===== src/pkg/mtc_pkg.sv =====
// Constants and types of the measurement trigger cascade block
package mtc_pkg;
    // ==========================================================
    // Timing
    localparam int CLK_NS = 50;
    localparam int STEP_NS = 10000;
    localparam int STEP_CYC = (STEP_NS + CLK_NS - 1) / CLK_NS;
    localparam int STEP_US = STEP_NS / 1000;
    localparam int RATE_HZ = 100;
    localparam int PERIOD_US = 1000000 / RATE_HZ;
    localparam int PERIOD_STEPS = PERIOD_US / STEP_US;
    localparam int MIN_TRIG_US = 10000;
    localparam int HOLDOFF_STEPS = (MIN_TRIG_US + STEP_US - 1) / STEP_US;
    localparam int CASC_HIGH_US = 100;
    localparam int CASC_STEPS = (CASC_HIGH_US + STEP_US - 1) / STEP_US;
    // ==========================================================
    // Parameter sets
    localparam int NUM_SETS = 16;
    localparam int SET_AW = 4;
    localparam int SET_W = 28;
    localparam int SET_MODE = 0;
    localparam int SET_REGARD = 1;
    localparam int SET_CASC = 2;
    localparam int SET_EXP_LSB = 8;
    localparam int SET_FOV_LSB = 16;
    // Continuous, disregard, no cascade, 50 steps exposure, full view
    localparam logic [27:0] SET_RESET = 28'hfff3200;
    // ==========================================================
    // Register map
    localparam logic [11:0] OFS_CTRL = 12'h000;
    localparam logic [11:0] OFS_SET_IDX = 12'h004;
    localparam logic [11:0] OFS_SET_DATA = 12'h008;
    localparam logic [11:0] OFS_STATUS = 12'h00c;
    localparam int CTRL_NET_ACT = 0;
    localparam int CTRL_NET_TRIG = 1;
    localparam int CTRL_SEL_LSB = 4;
    // ==========================================================
    // Sequencer states
    typedef enum logic [2:0] {
        MTC_IDLE = 3'b001,
        MTC_EXPOSE = 3'b010,
        MTC_CASC = 3'b100
    } mtc_state_t;
endpackage : mtc_pkg


===== src/pkg/mtc_mem_if.sv =====
// Port bundle between the sequencer and its parameter set store
`timescale 1ns/1ns
interface mtc_mem_if;
    import mtc_pkg::*;
    logic we;
    logic [SET_AW-1:0] waddr;
    logic [SET_W-1:0] wdata;
    logic [SET_AW-1:0] raddr;
    logic [SET_W-1:0] rdata;
    modport ctl(output we, output waddr, output wdata, output raddr, input rdata);
    modport mem(input we, input waddr, input wdata, input raddr, output rdata);
endinterface : mtc_mem_if


===== src/hw/mtc_param_mem.sv =====
// Store of the sixteen inspection parameter sets
`timescale 1ns/1ns
module mtc_param_mem
    import mtc_pkg::*;
(
    input wire logic clk,
    input wire logic rst_n,
    mtc_mem_if.mem port
);
    logic [SET_W-1:0] words [NUM_SETS];

    // Reset to factory defaults so every set starts out usable
    always_ff @(posedge clk or negedge rst_n) begin
        if (!rst_n) begin
            for (int i = 0; i < NUM_SETS; i++) begin
                words[i] <= SET_RESET;
            end
            port.rdata <= SET_RESET;
        end else begin
            if (port.we) begin
                words[port.waddr] <= port.wdata;
            end
            port.rdata <= words[port.raddr];
        end
    end
endmodule : mtc_param_mem


===== src/hw/mtc_top.sv =====
// Measurement sequencer: activation gate, trigger, cascade, set select
//
// Behaviour
// - Factory default ignores both activation sources; measuring stays enabled.
// - With regard set, measure only while pin or network activation is active.
// - Show a waiting-for-activation indication while held off.
// - Continuous mode measures at 100 Hz and sends every result unasked.
// - Triggered mode measures once per pin or network trigger.
// - The pin trigger starts on its rising edge.
// - Default mode continuous; pin only works in triggered mode; each mode shown.
// - Cascade output signals own exposure complete, starting the next sensor.
// - A cascade chain holds at most six sensors.
// - Sixteen sets hold mode, activation, cascade, exposure and view range.
// - Active set chosen by software, network or local panel.
// - Activation off switches laser and transmission off, on again likewise.
//
// The APB interface to the registers and the register offsets are this design's own decisions.
`timescale 1ns/1ns
module mtc_top
    import mtc_pkg::*;
#(
    parameter int STEP_CYCLES = STEP_CYC
) (
    input wire logic pclk,
    input wire logic presetn,
    input wire logic psel,
    input wire logic penable,
    input wire logic pwrite,
    input wire logic [11:0] paddr,
    input wire logic [31:0] pwdata,
    output logic [31:0] prdata,
    output logic pready,
    output logic pslverr,
    input wire logic activation_input,
    input wire logic trigger_input,
    input wire logic [3:0] panel_task_sel,
    input wire logic panel_task_load,
    output logic laser_enable,
    output logic result_tx_enable,
    output logic exposure_active,
    output logic result_valid,
    output logic cascade_output,
    output logic continuous_mode_indication,
    output logic triggered_mode_indication,
    output logic waiting_activation_indication,
    output logic [11:0] field_of_view
);
    function automatic logic hit(input logic [11:0] a, input logic [11:0] o);
        return a == o;
    endfunction : hit

    // ==========================================================
    // Pin synchronisers
    logic act_s1, act_s2, trig_s1, trig_s2, trig_s3;
    logic load_s1, load_s2, load_s3;
    logic [3:0] panel_s1, panel_s2;
    logic trig_rise, panel_rise;

    always_ff @(posedge pclk or negedge presetn) begin
        if (!presetn) begin
            {act_s2, act_s1} <= 2'h0;
            {trig_s3, trig_s2, trig_s1} <= 3'h0;
            {load_s3, load_s2, load_s1} <= 3'h0;
            {panel_s2, panel_s1} <= 8'h00;
        end else begin
            {act_s2, act_s1} <= {act_s1, activation_input};
            {trig_s3, trig_s2, trig_s1} <= {trig_s2, trig_s1, trigger_input};
            {load_s3, load_s2, load_s1} <= {load_s2, load_s1, panel_task_load};
            {panel_s2, panel_s1} <= {panel_s1, panel_task_sel};
        end
    end

    assign trig_rise = trig_s2 & ~trig_s3;
    assign panel_rise = load_s2 & ~load_s3;

    // ==========================================================
    // APB slave
    mtc_mem_if mif();
    logic ph;
    logic acc, done, wr_done;
    logic hit_ctrl, hit_idx, hit_data, hit_stat, map_hit;
    logic net_act, net_trig;
    logic [3:0] act_idx, set_idx;
    logic [15:0] result_cnt;
    logic [31:0] rd_value;

    assign acc = psel & penable;
    assign done = acc & pready;
    assign wr_done = done & pwrite;
    assign hit_ctrl = hit(paddr, OFS_CTRL);
    assign hit_idx = hit(paddr, OFS_SET_IDX);
    assign hit_data = hit(paddr, OFS_SET_DATA);
    assign hit_stat = hit(paddr, OFS_STATUS);
    assign map_hit = hit_ctrl | hit_idx | hit_data | hit_stat;
    assign net_trig = wr_done & hit_ctrl & pwdata[CTRL_NET_TRIG];

    assign rd_value = hit_ctrl ? {24'h000000, act_idx, 3'h0, net_act} :
                      hit_idx ? {28'h0000000, set_idx} :
                      hit_data ? {4'h0, mif.rdata} :
                      hit_stat ? {result_cnt, 4'h0, act_idx, 3'h0, cascade_output,
                                  exposure_active, triggered_mode_indication,
                                  waiting_activation_indication, laser_enable} :
                      32'h00000000;

    // Two wait cycles so the set store read is registered before reply
    always_ff @(posedge pclk or negedge presetn) begin
        if (!presetn) begin
            ph <= 1'b0;
            pready <= 1'b0;
            pslverr <= 1'b0;
            prdata <= 32'h00000000;
        end else if (done) begin
            ph <= 1'b0;
            pready <= 1'b0;
            pslverr <= 1'b0;
        end else if (acc && ph) begin
            pready <= 1'b1;
            pslverr <= ~map_hit;
            prdata <= pwrite ? 32'h00000000 : rd_value;
        end else if (acc) begin
            ph <= 1'b1;
        end
    end

    // ==========================================================
    // Software registers and set selection
    logic load_set, load_pend, issue, load_go;
    logic cfg_mode, cfg_regard, cfg_casc;
    logic [7:0] cfg_exp;

    assign load_set = (wr_done & hit_ctrl) | (wr_done & hit_data & (set_idx == act_idx)) | panel_rise;
    assign issue = load_pend & ~psel;
    assign mif.we = wr_done & hit_data;
    assign mif.waddr = set_idx;
    assign mif.wdata = pwdata[SET_W-1:0];
    assign mif.raddr = psel ? set_idx : act_idx;

    mtc_param_mem u_mem (
        .clk(pclk),
        .rst_n(presetn),
        .port(mif.mem)
    );

    always_ff @(posedge pclk or negedge presetn) begin
        if (!presetn) begin
            net_act <= 1'b0;
            set_idx <= 4'h0;
            act_idx <= 4'h0;
        end else if (wr_done) begin
            if (hit_ctrl) net_act <= pwdata[CTRL_NET_ACT];
            if (hit_ctrl) act_idx <= pwdata[CTRL_SEL_LSB +: 4];
            if (hit_idx) set_idx <= pwdata[3:0];
        end else if (panel_rise) begin
            act_idx <= panel_s2;
        end
    end

    // New request wins over the one being issued
    always_ff @(posedge pclk or negedge presetn) begin
        if (!presetn) begin
            load_pend <= 1'b0;
            load_go <= 1'b0;
        end else begin
            load_pend <= load_set | (load_pend & ~issue);
            load_go <= issue;
        end
    end

    always_ff @(posedge pclk or negedge presetn) begin
        if (!presetn) begin
            cfg_mode <= SET_RESET[SET_MODE];
            cfg_regard <= SET_RESET[SET_REGARD];
            cfg_casc <= SET_RESET[SET_CASC];
            cfg_exp <= SET_RESET[SET_EXP_LSB +: 8];
            field_of_view <= SET_RESET[SET_FOV_LSB +: 12];
        end else if (load_go) begin
            cfg_mode <= mif.rdata[SET_MODE];
            cfg_regard <= mif.rdata[SET_REGARD];
            cfg_casc <= mif.rdata[SET_CASC];
            cfg_exp <= mif.rdata[SET_EXP_LSB +: 8];
            field_of_view <= mif.rdata[SET_FOV_LSB +: 12];
        end
    end

    // ==========================================================
    // Activation gate and indications
    logic next_gate;

    assign next_gate = ~cfg_regard | act_s2 | net_act;

    always_ff @(posedge pclk or negedge presetn) begin
        if (!presetn) begin
            laser_enable <= 1'b1;
            result_tx_enable <= 1'b1;
            waiting_activation_indication <= 1'b0;
            continuous_mode_indication <= 1'b1;
            triggered_mode_indication <= 1'b0;
        end else begin
            laser_enable <= next_gate;
            result_tx_enable <= next_gate;
            waiting_activation_indication <= ~next_gate;
            continuous_mode_indication <= ~cfg_mode;
            triggered_mode_indication <= cfg_mode;
        end
    end

    // ==========================================================
    // Step divider, rate and holdoff
    mtc_state_t state, next_state;
    logic [15:0] div_cnt;
    logic [10:0] since_cnt;
    logic [7:0] step_cnt, exp_len;
    logic step, hold_done, trig_ev, start, exp_end, casc_end;

    assign step = div_cnt == 16'(STEP_CYCLES - 1);
    // Rate period and trigger holdoff are equal, one counter serves both
    // Final step of a period counts too, keeping the 100 Hz period exact
    assign hold_done = (since_cnt == 11'(HOLDOFF_STEPS))
                       | (step & (since_cnt == 11'(HOLDOFF_STEPS - 1)));
    assign trig_ev = cfg_mode & (trig_rise | net_trig);
    assign start = (state == MTC_IDLE) & laser_enable & hold_done & (~cfg_mode | trig_ev);
    assign exp_len = (cfg_exp == 8'h00) ? 8'h01 : cfg_exp;
    assign exp_end = (state == MTC_EXPOSE) & step & (step_cnt == exp_len - 8'h01);
    assign casc_end = (state == MTC_CASC) & step & (step_cnt == 8'(CASC_STEPS - 1));

    // Divider restarts with each measurement so steps align to it
    always_ff @(posedge pclk or negedge presetn) begin
        if (!presetn) begin
            div_cnt <= 16'h0000;
            since_cnt <= 11'(HOLDOFF_STEPS);
        end else begin
            div_cnt <= (start | step) ? 16'h0000 : div_cnt + 16'h0001;
            if (start) since_cnt <= 11'h000;
            else if (step && since_cnt != 11'(HOLDOFF_STEPS)) since_cnt <= since_cnt + 11'h001;
        end
    end

    // ==========================================================
    // Exposure and cascade sequencer
    always_comb begin
        next_state = state;
        unique case (state)
            MTC_IDLE: if (start) next_state = MTC_EXPOSE;
            MTC_EXPOSE: if (exp_end) next_state = cfg_casc ? MTC_CASC : MTC_IDLE;
            MTC_CASC: if (casc_end) next_state = MTC_IDLE;
            default: next_state = MTC_IDLE;
        endcase
    end

    always_ff @(posedge pclk or negedge presetn) begin
        if (!presetn) begin
            state <= MTC_IDLE;
            step_cnt <= 8'h00;
            exposure_active <= 1'b0;
            result_valid <= 1'b0;
            cascade_output <= 1'b0;
            result_cnt <= 16'h0000;
        end else begin
            state <= next_state;
            step_cnt <= (start | exp_end | casc_end) ? 8'h00 : step_cnt + {7'h00, step};
            result_valid <= exp_end & laser_enable;
            if (start) exposure_active <= 1'b1;
            if (exp_end) exposure_active <= 1'b0;
            // Pulse far shorter than a period; chain depth bounded outside
            if (exp_end) cascade_output <= cfg_casc;
            if (casc_end) cascade_output <= 1'b0;
            if (exp_end && laser_enable) result_cnt <= result_cnt + 16'h0001;
        end
    end
endmodule : mtc_top


===== config.mk =====
export PLATFORM = sky130hd
export DESIGN_NAME = mtc_top
export DESIGN_NICKNAME = d
export VERILOG_FILES = /design/src/pkg/mtc_pkg.sv /design/src/pkg/mtc_mem_if.sv /design/src/hw/mtc_param_mem.sv /design/src/hw/mtc_top.sv
export SDC_FILE = /design/constraint.sdc
export NUM_CORES = 1
export LEC_CHECK = 0
export BUFFER_PORTS_ARGS = -buffer_cell sky130_fd_sc_hd__buf_2
export CAP_MARGIN = 10
export CELL_PAD_IN_SITES_DETAIL_PLACEMENT = 0
export CELL_PAD_IN_SITES_GLOBAL_PLACEMENT = 2
export CORE_AREA = 10 10 316 318
export CTS_CLUSTER_DIAMETER = 30
export DETAILED_ROUTE_END_ITERATION = 6
export DIE_AREA = 0 0 326 328
export PLACE_DENSITY = 0.65
export SLEW_MARGIN = 40
export SYNTH_ARGS = -nofsm -noshare
export SYNTH_HDL_FRONTEND = slang
export SYNTH_SLANG_ARGS = --single-unit

===== constraint.sdc =====
create_clock -name pclk -period 3.4 [get_ports pclk]
set_clock_uncertainty 0.15 [all_clocks]
set_input_delay 0.68 -clock pclk [delete_from_list [all_inputs] [get_ports pclk]]
set_output_delay 0.68 -clock pclk [all_outputs]
set_load 0.01 [all_outputs]

# Word level (Yosys, flattened, before mapping)
# Cells that the tools add are included.
[classes]
addsub = 5
n_lt_le_gt_ge = 3
eq_ne = 18
n_mux = 36
bitwise = 46
reduce_logical = 18
[ops]
columns = ["operator", "count"]
rows = [
  ["bitwise mux 448 bit", 1],
  ["two-way mux 32 bit", 5],
  ["binary-select mux 28 bit (select 4 bit)", 1],
  ["demux 28 bit (select 4 bit)", 1],
  ["two-way mux 28 bit", 3],
  ["adder 16 x 1 -> 16 bit (second input constant)", 2],
  ["== test 12 x 4 -> 1 bit (second input constant)", 2],
  ["== test 11 x 10 -> 1 bit (second input constant)", 2],
  ["two-way mux 11 bit", 2],
  ["bitwise AND 1 bit", 21],
  ["== test 16 x 8 -> 1 bit (second input constant)", 1],
  ["two-way mux 16 bit", 1],
  ["two-way mux 4 bit", 4],
  ["two-way mux 8 bit", 2],
  ["OR 1 bit", 14],
  ["== test 12 x 3 -> 1 bit (second input constant)", 1],
  ["zero test 12 bit", 1],
  ["two-way mux 3 bit", 4],
  ["nonzero test 2 bit", 6],
  ["adder 11 x 1 -> 11 bit (second input constant)", 1],
  ["two-way mux 1 bit", 11],
  ["inequality test 11 x 10 -> 1 bit (second input constant)", 1],
  [">= comparator 5 bit (second input constant)", 2],
  ["NOT 4 -> 5 bit", 2],
  ["17 further kinds", 35],
]
[totals]
register_bits = 622
output_inout_bits = 54

# Longest topological paths before layout
# Gate-level depths: netlist of the first run.
[logic_depth]
depth_word = 12
mapped_depth = 11

# By module
# A second synthesis of the first run with hierarchy kept.
[unflattened]
hier_cells = 1846
area_unflattened_um2 = 27699.1
[modules_own_cells]
columns = ["module", "instances", "cells_each", "area_per_inst_um2"]
rows = [
  ["mtc_param_mem", 1, 1250, 20967.6],
  ["mtc_top", 1, 596, 6731.5],
]

# Least setup slack after synthesis of the first run
# No wires, ideal clock.
[synth_path]
path_kind = "register to register"
startpoint = "reg div_cnt[0]"
endpoint = "reg result_cnt[1]"
setup_ns = 0.125
arrival_time_ns = 3.417
t_required_ns = 3.125
path_slack_ns = -0.292
path_stages_with_launch = 10
path_buffers = 2
period_less_slack_ns = 3.692
cell_sequence = "dfrtp_1 ha_1 or4b_1 or4_1 buf_2 or4_1 or4_1 buf_2 or3b_4 mux2_4"
[synth_between]
elab_chain_cells = 4
[synth_rtl]
columns = ["element", "line_no", "source"]
rows = [
  ["start: declaration", "mtc_top.sv:210", "logic [15:0] div_cnt;"],
  ["start signal: assignment", "mtc_top.sv:232", "div_cnt <= (start | step) ? 16'h0000 : div_cnt + 16'h0001;"],
  ["== test 16 x 8 -> 1 bit", "mtc_top.sv:215", "assign step = div_cnt == 16'(STEP_CYCLES - 1);"],
  ["bitwise AND 1 bit (2 in a row)", "mtc_top.sv:223", "assign exp_end = (state == MTC_EXPOSE) & step & (step_cnt == exp_len - 8'h01);"],
  ["logical AND 1 bit", "mtc_top.sv:267", "if (exp_end && laser_enable) result_cnt <= result_cnt + 16'h0001;"],
  ["end signal: assignment", "mtc_top.sv:267", ""],
  ["end: declaration", "mtc_top.sv:84", "logic [15:0] result_cnt;"],
]
# Every way passes these cells.
# A chain may end at the register's enable or synchronous reset.

# Worst setup path in the final report of the first run
# Ends and elaborated chain as after synthesis.

==> key figures, run 1 <==
Timing
  – Final min period: 3.49 ns
  – Final hold vios: 0
  – Worst slew margin: a little under half
  – Worst-Margin Slew: 0.784 ns
  – RSZ-0062 raised after global routing: true
  – Final WS setup: -0.0885 ns
  – # setup viols final: 6
  – Max Clock Freq: 287 MHz
  – Slew Limit Fails: 0
  – Crit share post-route: 103%

Clock network
  – Reg clk slew, reported paths: 0.05 ns
  – Clock latency on the worst-skew pair: 0.71 ns
  – CTS Buf Count: 155
  – Longest Clk Path Bufs: 3
  – Clock sinks: 622
  – Root buf cell: clkbuf_16
  – CTS tree: yes
  – Level count of the clock H-tree: 4

Routing
  – WL/cell: 21.5 um
  – DR vias: 17,400
  – Final ANT Viol Nets: 0
  – Via density per instance: between 4 and 5
  – Initial DRT Pass Iterations: 5
  – Routed wire length: 76,900 um
  – DRC Markers: 0
  – Initial DRC count: 826

Logic synthesis
  – Post-synthesis register bit count: 622
  – Yosys warns: 0
  – EDFF count, synth: 0
  – Mapped Area: roughly 28,000 um^2
  – Syn Area/Cell: 14.5 um^2
  – Post-synth ARST share: 100%
  – Post-synth net total: 1,990
  – Post-synth top flop: dfrtp_1
  – Post-synthesis sequential area ratio: 57.1%
  – Cells after Synth: 1,927
  – Post-synth cell types: 61

Floorplan
  – FP Rows: between 100 and 150
  – Die area: 107,000 um^2
  – Starting Density: between 20% and 30%
  – Die Ht: 328 um
  – Io pins: 110
  – Die width: 326 um
  – Core area: ~93,000 um^2

Placed design
  – PortBufs: 105
  – Post-DP Area: 31,100 um^2
  – Pre-CTS WS: -0.328 ns
  – GPL Wtd Cong: 0.746
  – Detail Placement HPWL: 48,600 um

Critical path
  – Critical path class: flop to flop
  – Crit. End Element: flop
  – Setup crit start kind: flop
  – Worst EP arrival: 3.92 ns
  – CP max FO: 3
  – R2r worst-path depth: 7
  – Worst r2r dst: result_cnt[1]
  – Worst flop-to-flop path startpoint: div_cnt[0]
  – Worst Path Required: 3.83 ns
  – Setup slack, reg-to-reg: -0.09 ns

Hold path
  – HP Start: load_s1
  – Hold Path Sink: load_s2
  – Hold crit path type: flop to flop
  – Hold Path Depth: 0

Global routing
  – Global-route wire length before repair: roughly 120,000 um
  – Overflow after GRT: 0
  – Largest net degree at the start of global routing: 89
  – GRT Util Overall: 14.4%
  – Initial antenna violation count: 14
  – Vias in the first global route: roughly 19,000

Pwr
  – Worst VDD drop: ~0.4 mV
  – Clock Power Share: 63.6%
  – Sw power: 5400 uW
  – Pwr per Cell Area: 672 nW/um^2
  – Combinational share of power: 5.3%
  – Int Power: just under 20,000 uW
  – P_leak: 0.0164 uW
  – Sequential share of power: between 30 and 40%
  – Switch share: 21.8%

Flow run
  – Max-Cap Viols: 0

Finish
  – Layout cells sized above 1: roughly three fifths
  – Post-route cell area: 36,900 um^2
  – Area growth, synth to finish: 32.6%
  – Fillers: 8,567
  – Fin nets: around 2,300

Outcome
  – Run status: finished with violations
  – Violations in the final reports: setup timing
-- cells in the mapped netlist (4+ instances only) --
cell type | number | area (um^2)
nor4b_1 | 5 | 43.8
xor2_1 | 32 | 280
nand4_1 | 8 | 50.1
a211oi_1 | 28 | 210
a31oi_1 | 29 | 181
a22oi_1 | 4 | 30.0
nand3_1 | 17 | 85.1
a2bb2oi_1 | 4 | 35.0
buf_1 | 26 | 97.6
dfrtp_1 | 343 | 8580
mux4_2 | 112 | 2520
clkbuf_1 | 110 | 413
nor4_2 | 6 | 75.1
nand2_1 | 114 | 428
nor2_1 | 61 | 229
or4_1 | 9 | 67.6
nand2b_1 | 8 | 50.1
or3_1 | 9 | 56.3
and3_1 | 6 | 37.5
o21ai_0 | 36 | 180
nor4_1 | 12 | 75.1
nor2b_1 | 9 | 56.3
mux2_2 | 474 | 5340
a32o_1 | 4 | 40.0
dfstp_2 | 279 | 7330
xnor2_1 | 21 | 184
nor3_1 | 22 | 110
and2_1 | 29 | 181
o22ai_1 | 7 | 43.8
or2_2 | 5 | 31.3
inv_1 | 17 | 63.8
mux2i_1 | 26 | 260
a22o_1 | 4 | 35.0
ha_1 | 7 | 87.6
-- logic make-up (layout without fill, tap and decap cells) --
kind of cell | after synthesis | after routing | share of synthesized area (%)
mux | 613 | 613 | 29.2
buf+inv | 157 | 551 | 2.14
other cells | 0 | 3 | 0
xor+xnor | 53 | 53 | 1.67
fa+ha+maj | 7 | 7 | 0.314
simple gates | 338 | 338 | 6.23
compound gates | 137 | 137 | 3.30
flops | 622 | 622 | 57.1
-- placed cells by master (no fill, tap or decap), types with 9 or more instances in the layout --
cell type,instances
buf_12,39
clkbuf_16,160
clkinv_2,27
and2_1,29
mux2i_1,22
nand2_1,114
nand3_1,17
xnor2_1,21
bufinv_16,29
o21ai_0,36
nor2b_1,9
nor2_1,61
xor2_1,32
mux4_2,112
buf_4,95
a211oi_1,28
mux2_2,474
dfrtp_1,343
buf_2,104
clkbuf_1,23
inv_6,10
clkbuf_8,27
a31oi_1,29
dfstp_2,279
inv_1,17
nor3_1,10
-- metal layers --
layer	share of wire (%)	vias up	track usage, %
li1	-	7642	-
met1	45	9187	18.4
met2	48	369	23.6
met3	4.6	180	3.67
met4	2.6	14	5.12
met5	0.13	-	0
-- worst max path at each step --
stage	from	to	slack [ns]	cells after the start
2_1_floorplan	div_cnt[0]	result_cnt[1]	-0.23	9
3_3_place_gp	div_cnt[1]	result_cnt[1]	-0.29	7
3_5_place_dp	div_cnt[1]	result_cnt[3]	-0.33	8
4_1_cts	div_cnt[0]	result_cnt[1]	-0.10	7
5_1_grt	cfg_exp[2]	result_cnt[3]	-0.18	10
6_report	div_cnt[0]	result_cnt[1]	-0.09	7
-- final cells by class --
| type | instances | area (um^2) | share of cell area [%] |
|---|---|---|---|
| Antenna cell | 3 | 7.51 | 0.0203 |
| Tap cell | 1254 | 1570 | 4.25 |
| Clock buffer | 210 | 4460 | 12.1 |
| Multi-Input combinational cell | 1148 | 11600 | 31.4 |
| Timing Repair Buffer | 247 | 2110 | 5.71 |
| Sequential cell | 622 | 15900 | 43.1 |
| Clock inverter | 77 | 1200 | 3.25 |
| Inverter | 17 | 63.8 | 0.173 |
-- state kept, by name, indices dropped and copies added, names as in the netlist, 3 cells and up --
register / flops
result_cnt: 16
u_mem.words: 448
mif.waddr: 4
step_cnt: 8
since_cnt: 11
panel_s1: 4
act_idx: 4
u_mem.port.rdata: 28
state: 3
div_cnt: 16
cfg_exp: 8
prdata: 32
field_of_view: 12
panel_s2: 4
-- power groups by stage --
| stage | Sequential [uW] | Combinational (uW) | Clock [uW] |
|---|---|---|---|
| 3_3_place_gp | 7820 | 1290 | 0 |
| 6_report | 7720 | 1310 | 15800 |
| 5_1_grt | 7730 | 1430 | 16500 |
| 3_5_place_dp | 7820 | 1310 | 0 |
| 2_1_floorplan | 7790 | 580 | 0 |
| 4_1_cts | 7720 | 1330 | 16100 |
-- metrics by stage --
stage / setup TNS, ns / hold slack [ns] / total power [uW] / util [%] / cells
2_1_floorplan: -1.48 / 0.181 / 8380 / - / 1927
3_3_place_gp: -3.72 / 0.188 / 9110 / 33.4 / 3278
3_5_place_dp: -4.32 / 0.186 / 9130 / 33.4 / 3278
4_1_cts: -0.347 / 0.153 / 25100 / 39.6 / 3574
5_1_grt: -1.56 / 0.205 / 25700 / 39.7 / 3576
6_report: -0.269 / 0.197 / 24800 / 39.7 / 3578
-- worst max-delay path, stage by stage (launching register included) --
cell and delay [ns]:
dfrtp_1 0.34, ha_2 0.18, or4b_4 0.47, or4_4 0.51, or4_4 0.42, or4_4 0.55, or3b_4 0.42, mux2_4 0.30
-- repair_timing --
action | in CTS | in global routing
setup buffers | 1 | 1
setup endpoints to repair | 28 | 28
pin swaps | 2 | 0
resized for setup | 11 | 4
endpoints found under the hold margin | 41 | 0
hold buffers | 8 | 0
No activity file was read; power rests on OpenSTA's default activity.
==> inputs of run 2 (changes only) <==
==> constraint.sdc (replaced) <==
create_clock -name pclk -period 3.4 [get_ports pclk]
set_clock_uncertainty 0.15 [all_clocks]
set_input_delay 0.51 -clock pclk [delete_from_list [all_inputs] [get_ports pclk]]
set_output_delay 0.51 -clock pclk [all_outputs]
set_load 0.01 [all_outputs]
==> run 2 against run 1 <==
  * The run still ends with setup timing left
  * Sequential cell count is the same
  * Die area is the same
  * Power shrank 2.7%
  * Routed wire length grew 1.9%
  * First-iteration DRC count grew 12%
  * Non-clock buffer count shrank 6
  * Critical endpoint unchanged
==> key figures, run 2 (synthesis gave the netlist of run 1 again) <==
Timing
  – Hold WS: 0.0923 ns (was 0.197 ns)
  – Worst slew margin: 47.2% (was 47.3%)
  – Final hold vios: 0 (unchanged)
  – Final min period: 3.43 ns (was 3.49 ns)
  – Slew Limit Fails: 0 (unchanged)
  – Crit share post-route: 101% (was 103%)
  – RSZ-0062 raised after global routing: true (unchanged)
  – Worst-Margin Slew: 0.789 ns (was 0.784 ns)
  – Max Clock Freq: 292 MHz (was 287 MHz)
  – Final WS setup: -0.0305 ns (was -0.0885 ns)
  – # setup viols final: 4 (was 6)

Placed design
  – Cells after DPL: 3,263 (was 3,278)
  – PortBufs: 105 (unchanged)
  – GPL Wtd Cong: 0.755 (was 0.746)
  – Detail Placement HPWL: 47,900 um (was 48,600 um)

Pwr
  – Sw power: 5510 uW (was 5400 uW)
  – Int Power: 18,600 uW (was 19,400 uW)
  – Combinational share of power: 5.6% (was 5.3%)
  – Switch share: 22.8% (was 21.8%)
  – Power, Total: 24,100 uW (was 24,800 uW)
  – Pwr per Cell Area: 656 nW/um^2 (was 672 nW/um^2)
  – Worst VDD drop: 0.538 mV (was 0.400 mV)
  – Sequential share of power: 32.0% (was 31.1%)
  – Clock Power Share: 62.4% (was 63.6%)
  – P_leak: 0.0163 uW (was 0.0164 uW)

Floorplan
  – Starting Density: 29.9% (unchanged)
  – FP Rows: 112 (unchanged)
  – Core area: 93,000 um^2 (unchanged)
  – Die area: 107,000 um^2 (unchanged)
  – Die Ht: 328 um (unchanged)
  – Io pins: 110 (unchanged)
  – Die width: 326 um (unchanged)

Finish
  – Register name with the most flops: u_mem.words (unchanged)
  – Max FFs per register: 448 (unchanged)
  – Area growth, synth to finish: 32.1% (was 32.6%)
  – Most frequent cells in the layout: mux2_2, dfrtp_1, dfstp_2 (unchanged)
  – Layout cells sized above 1: 61.3% (was 61.2%)
  – Fin nets: 2,246 (was 2,254)
  – Most common cell after layout, fill and taps aside: mux2_2 (unchanged)
  – Non-filler cells, final: 3,570 (was 3,578)
  – Biggest regs: u_mem.words: 448 flops, prdata: 32 flops, u_mem.port.rdata: 28 flops (unchanged)

Routing
  – Initial DRC count: 922 (was 826)
  – Routed wire length: 78,400 um (was 76,900 um)
  – Via density per instance: 4.89 (was 4.86)
  – Final ANT Viol Nets: 0 (unchanged)
  – WL/cell: 22.0 um (was 21.5 um)
  – DR vias: 17,500 (was 17,400)
  – DRC Markers: 0 (unchanged)
  – Initial DRT Pass Iterations: 5 (unchanged)

Global routing
  – Largest net degree at the start of global routing: 84 (was 89)
  – Global-route wire length before repair: 121,000 um (was 119,000 um)
  – Initial antenna violation count: 11 (was 14)
  – Vias in the first global route: 19,400 (about the same)
  – Overflow after GRT: 0 (unchanged)
  – GRT Util Overall: 14.7% (was 14.4%)

Critical path
  – Setup crit start kind: flop (unchanged)
  – Crit path max-delay cell type: or4_4 (unchanged)
  – Crit. End Element: flop (unchanged)
  – CP max FO: 3 (unchanged)
  – CP cell instances: or4_4, or4_4, or4_1, or4_4, or3b_4, mux2_4 (was ha_2, or4b_4, or4_4, or4_4, or4_4, or3b_4, mux2_4)
  – Worst EP arrival: 3.88 ns (was 3.92 ns)
  – Critical path's top delay family: simple AND/OR/NAND/NOR gates (unchanged)
  – Most used cell, CP: or4_4 (unchanged)
  – Crit path buf inv count: 0 (unchanged)
  – Critical path class: flop to flop (unchanged)
  – CP peak stage delay: 0.57 ns (was 0.55 ns)
  – Worst Path Required: 3.85 ns (was 3.83 ns)

Hold path
  – Hold crit path type: primary input to flop (was flop to flop)

Clock network
  – Clock sinks: 622 (unchanged)
  – CTS Buf Count: 153 (was 155)
  – Longest Clk Path Bufs: 3 (unchanged)
  – Clock latency on the worst-skew pair: 0.72 ns (was 0.71 ns)
  – Reg clk slew, reported paths: 0.04 ns (was 0.05 ns)
  – Root buf cell: clkbuf_16 (unchanged)
  – Level count of the clock H-tree: 4 (unchanged)
  – CTS tree: yes (unchanged)

Flow run
  – Max-Cap Viols: 0 (unchanged)

Outcome
  – Run status: finished with violations (unchanged)
  – Violations in the final reports: setup timing (unchanged)
[run 2: changes by cell type in the layout (fill, tap and decap cells not counted), sizes merged]
cell / delta
clkinv: +13
inv: -4
clkinvlp: +5
bufinv: -8
clkbuf: -8
dlygate4sd3: +1
bufbuf: +1
buf: -8
[run 2: path summary, 6_finish.rpt]
| kind | startpoint | end | slack (ns) | cells after the start |
|---|---|---|---|---|
| min reg2reg | panel_s1[1] | panel_s2[1] | 0.19 | 0 |
| min in group asynchronous | presetn | prdata[19] | 0.11 | 2 |
| min | pwdata[0] | mif.waddr[0] | 0.09 | 3 |
| max in group asynchronous | presetn | u_mem.words[41] | 1.91 | 4 |
| max | div_cnt[3] | result_cnt[1] | -0.03 | 6 |
| max reg2reg | div_cnt[3] | result_cnt[1] | -0.03 | 6 |
[run 2: metal layers]
| layer | vias up | share of wire [%] | global-route usage [%] |
|---|---|---|---|
| met4 | 8 | 2.4 | 5.39 |
| li1 | 7648 | - | - |
| met2 | 361 | 49 | 24.0 |
| met1 | 9302 | 45 | 18.9 |
| met5 | - | 0.070 | 0 |
| met3 | 137 | 4.4 | 3.30 |
[run 2: layout make-up]
type	count	area, um^2
clock buffer	202	4330
clock inverter	83	1120
tap	1254	1570
multi-input combinational	1148	11700
sequential	622	15900
antenna	3	7.51
fill	8687	56300
inverter	17	63.8
timing repair buffer	241	2100
[run 2: timing repair]
action	in CTS	in global routing
resized for setup	11	25
setup endpoints to repair	28	28
cloned	1	0
pin swaps	6	16
buffers inserted	5	3
endpoints found under the hold margin	25	0
hold buffers	9	0
[run 2: power groups by stage]
stage          combinational [uW]  sequential, uW  clock (uW)
2_1_floorplan                 580            7790           0
3_3_place_gp                 1270            7820           0
3_5_place_dp                 1290            7820           0
4_1_cts                      1330            7730       15400
5_1_grt                      1470            7740       15800
6_report                     1340            7730       15100
[run 2: metrics by stage]
| stage | setup TNS (ns) | setup slack (ns) | utilization [%] | cell area (um^2) |
|---|---|---|---|---|
| after global placement | -3.26 | -0.266 | 33.2 | 30900 |
| after detailed placement | -3.20 | -0.262 | 33.2 | 30900 |
| final | -0.0822 | -0.0305 | 39.5 | 36800 |
| after floorplan | -0.552 | -0.234 | - | 27900 |
| after CTS | -0.0823 | -0.0399 | 39.3 | 36600 |
| after global routing | -1.10 | -0.114 | 39.5 | 36800 |
[run 2: worst min-delay path: stages]
cell,delay (ns)
buf_2,0.21
nand2_1,0.09
o21ai_0,0.08
==> inputs of run 3 (changes only) <==
--- a/config.mk
+++ b/config.mk
@@ -13,6 +13,7 @@
 export CTS_CLUSTER_DIAMETER = 30
 export DETAILED_ROUTE_END_ITERATION = 6
 export DIE_AREA = 0 0 326 328
+export GPL_TIMING_DRIVEN = 0
 export PLACE_DENSITY = 0.65
 export SLEW_MARGIN = 40
 export SYNTH_ARGS = -nofsm -noshare
==> run 3 against run 2 <==
  * Non-clock buffer count grew 68
  * Fmax down 4.1%
  * The flow finishes with violations (DRC, setup timing)
  * Critical path depth unchanged
  * Largest cell class unchanged
  * Sequential cell count did not move
  * Sequential power is essentially flat
  * Core utilization grew 0.50 points
  * Die area is the same
  * Combinational power down 4%
  * First-iteration DRC count fell by 8.6%
  * Highest routed layer unchanged
  * Setup slack worse by 0.15 ns
  * Worst hold slack worse by 0.040 ns
  * Cell count is 2.2% higher
==> key figures, run 3 (synthesis gave the netlist of run 1 again) <==
Global routing
  – Largest net degree at the start of global routing: 76 (was 84)
  – Initial antenna violation count: 2 (was 11)
  – Global-route wire length before repair: 125,000 um (was 121,000 um)
  – Vias in the first global route: 19,500 (was 19,400)
  – Overflow after GRT: 0 (unchanged)
  – GRT Util Overall: 15.3% (was 14.7%)

Timing
  – Final min period: 3.58 ns (was 3.43 ns)
  – Max Clock Freq: 280 MHz (was 292 MHz)
  – Final hold vios: 0 (unchanged)
  – Crit share post-route: 105% (was 101%)
  – Final WS setup: -0.176 ns (was -0.0305 ns)
  – RSZ-0062 raised after global routing: true (unchanged)
  – Slew Limit Fails: 0 (unchanged)
  – Worst-Margin Slew: 0.831 ns (was 0.789 ns)
  – Setup tns final: -2.32 ns (was -0.0822 ns)
  – # setup viols final: 20 (was 4)
  – Worst slew margin: 44.6% (was 47.2%)

Floorplan
  – Die width: 326 um (unchanged)
  – Io pins: 110 (unchanged)
  – Core area: 93,000 um^2 (unchanged)
  – Die area: 107,000 um^2 (unchanged)
  – Die Ht: 328 um (unchanged)
  – Starting Density: 29.9% (unchanged)
  – FP Rows: 112 (unchanged)

Finish
  – Biggest regs: u_mem.words: 448 flops, prdata: 32 flops, u_mem.port.rdata: 28 flops (unchanged)
  – Most frequent cells in the layout: mux2_2, dfrtp_1, dfstp_2 (unchanged)
  – Fillers: 8,683 (was 8,687)
  – Flip-flop and latch area: 15,900 um^2 (about the same)
  – Non-filler cells, final: 3,649 (was 3,570)
  – Register name with the most flops: u_mem.words (unchanged)
  – Most common cell after layout, fill and taps aside: mux2_2 (unchanged)
  – Area growth, synth to finish: 33.8% (was 32.1%)
  – Max FFs per register: 448 (unchanged)
  – Multi-input logic area: 11,700 um^2 (about the same)
  – Fin nets: 2,320 (was 2,246)
  – Layout cells sized above 1: 58.6% (was 61.3%)

Routing
  – Routed wire length: 81,600 um (was 78,400 um)
  – Via density per instance: 4.85 (was 4.89)
  – Final ANT Viol Nets: 0 (unchanged)
  – WL/cell: 22.4 um (was 22.0 um)
  – Initial DRC count: 843 (was 922)
  – DRC Markers: 3 (was 0)
  – DR vias: 17,700 (was 17,500)
  – Initial DRT Pass Iterations: 7 (was 5)

Outcome
  – Run status: finished with violations (unchanged)
  – Violations in the final reports: DRC, setup timing (was setup timing)

Critical path
  – CP max FO: 5 (was 3)
  – Critical path class: flop to flop (unchanged)
  – Setup crit start kind: flop (unchanged)
  – Worst EP arrival: 4.05 ns (was 3.88 ns)
  – Most used cell, CP: or4_4 (unchanged)
  – Crit path buf inv count: 0 (unchanged)
  – Worst flop-to-flop path startpoint: div_cnt[9] (was div_cnt[3])
  – CP cell instances: or4b_1, or4_4, or4_4, or4_4, or3b_4, mux2_4 (was or4_4, or4_4, or4_1, or4_4, or3b_4, mux2_4)
  – Crit path max-delay cell type: or4_4 (unchanged)
  – CP startpoint: div_cnt[9] (was div_cnt[3])
  – CP peak stage delay: 0.58 ns (was 0.57 ns)
  – Critical path's top delay family: simple AND/OR/NAND/NOR gates (unchanged)
  – Worst Path Required: 3.88 ns (was 3.85 ns)
  – Crit. End Element: flop (unchanged)

Pwr
  – Combinational share of power: 5.1% (was 5.6%)
  – Switch share: 23.3% (was 22.8%)
  – P_leak: 0.0164 uW (was 0.0163 uW)
  – Sequential share of power: 30.6% (was 32.0%)
  – Int Power: 19,400 uW (was 18,600 uW)
  – Power, Total: 25,200 uW (was 24,100 uW)
  – Pwr per Cell Area: 678 nW/um^2 (was 656 nW/um^2)
  – Worst VDD drop: 0.499 mV (was 0.538 mV)
  – Sw power: 5880 uW (was 5510 uW)
  – Clock Power Share: 64.2% (was 62.4%)

Clock network
  – Reg clk slew, reported paths: 0.05 ns (was 0.04 ns)
  – Clock latency on the worst-skew pair: 0.75 ns (was 0.72 ns)
  – Clock sinks: 622 (unchanged)
  – Root buf cell: clkbuf_16 (unchanged)
  – Longest Clk Path Bufs: 3 (unchanged)
  – CTS tree: yes (unchanged)
  – CTS Buf Count: 159 (was 153)
  – Level count of the clock H-tree: 4 (unchanged)

Placed design
  – Cells after DPL: 3,308 (was 3,263)
  – GPL Wtd Cong: 0.768 (was 0.755)
  – PortBufs: 103 (was 105)
  – Detail Placement HPWL: 55,800 um (was 47,900 um)
  – Pre-CTS WS: -0.992 ns (was -0.262 ns)

Hold path
  – HP Start: pwdata[7] (was pwdata[0])
  – Hold crit path type: primary input to flop (unchanged)

Flow run
  – Max-Cap Viols: 0 (unchanged)
## run 3: changes by cell type in the layout (fill, tap and decap cells not counted), sizes merged
cell	delta
buf	-61
bufbuf	-1
bufinv	+3
clkbuf	+124
clkdlybuf4s15	+1
clkinv	-4
clkinvlp	-5
diode	-2
dlygate4sd3	+24
## run 3: repair_timing
item,in CTS,in global routing
hold buffers,33,0
pin swaps,23,12
hold endpoints to repair,236,0
gates resized for setup,60,33
setup endpoints to repair,287,169
setup buffers,10,10
gates cloned,1,0
## run 3: power groups by stage
stage	Clock [uW]	Combinational, uW	Sequential (uW)
floorplan	0	580	7790
global placement	0	1190	7820
detailed placement	0	1250	7830
CTS	16500	1300	7730
global route	16900	1410	7750
finish	16200	1290	7730
## run 3: path summary, 6_finish.rpt
check	depth (start not counted)	slack, ns	to
worst max-delay path	6	-0.18	result_cnt[1]
worst min-delay path	2	0.05	u_mem.words[427]
worst max register to register	6	-0.18	result_cnt[1]
worst min register to register	0	0.18	trig_s2
max in group asynchronous	6	1.18	u_mem.words[125]
min in group asynchronous	2	0.14	prdata[24]
## run 3: layout make-up
cell class,count,share of cell area (%)
inverters,17,0.171
repair buffers,180,3.82
diodes,1,0.00672
flip-flops and latches,622,42.7
clock buffers,221,12.3
plain buffers,129,1.63
well taps,1254,4.21
multi-input cells,1148,31.4
clock inverters,77,3.66
## run 3: routing by layer
layer  wire (um)  part of all wire, %  GRT usage [%]  vias to the layer above
met5           7               0.0086              0                        -
met4        1920                  2.3           5.44                        2
met3        3480                  4.3           3.59                      139
met2       40200                   49           25.4                      357
met1       36000                   44           19.4                     9411
li1            -                    -              -                     7785
## run 3: stage by stage
stage	util, %	area [um^2]	hold slack [ns]
floorplan	-	27900	0.0644
global placement	32.2	30000	0.189
detailed placement	32.7	30500	0.186
CTS	39.8	37100	0.0110
global route	40.0	37300	0.0350
finish	40.0	37300	0.0520
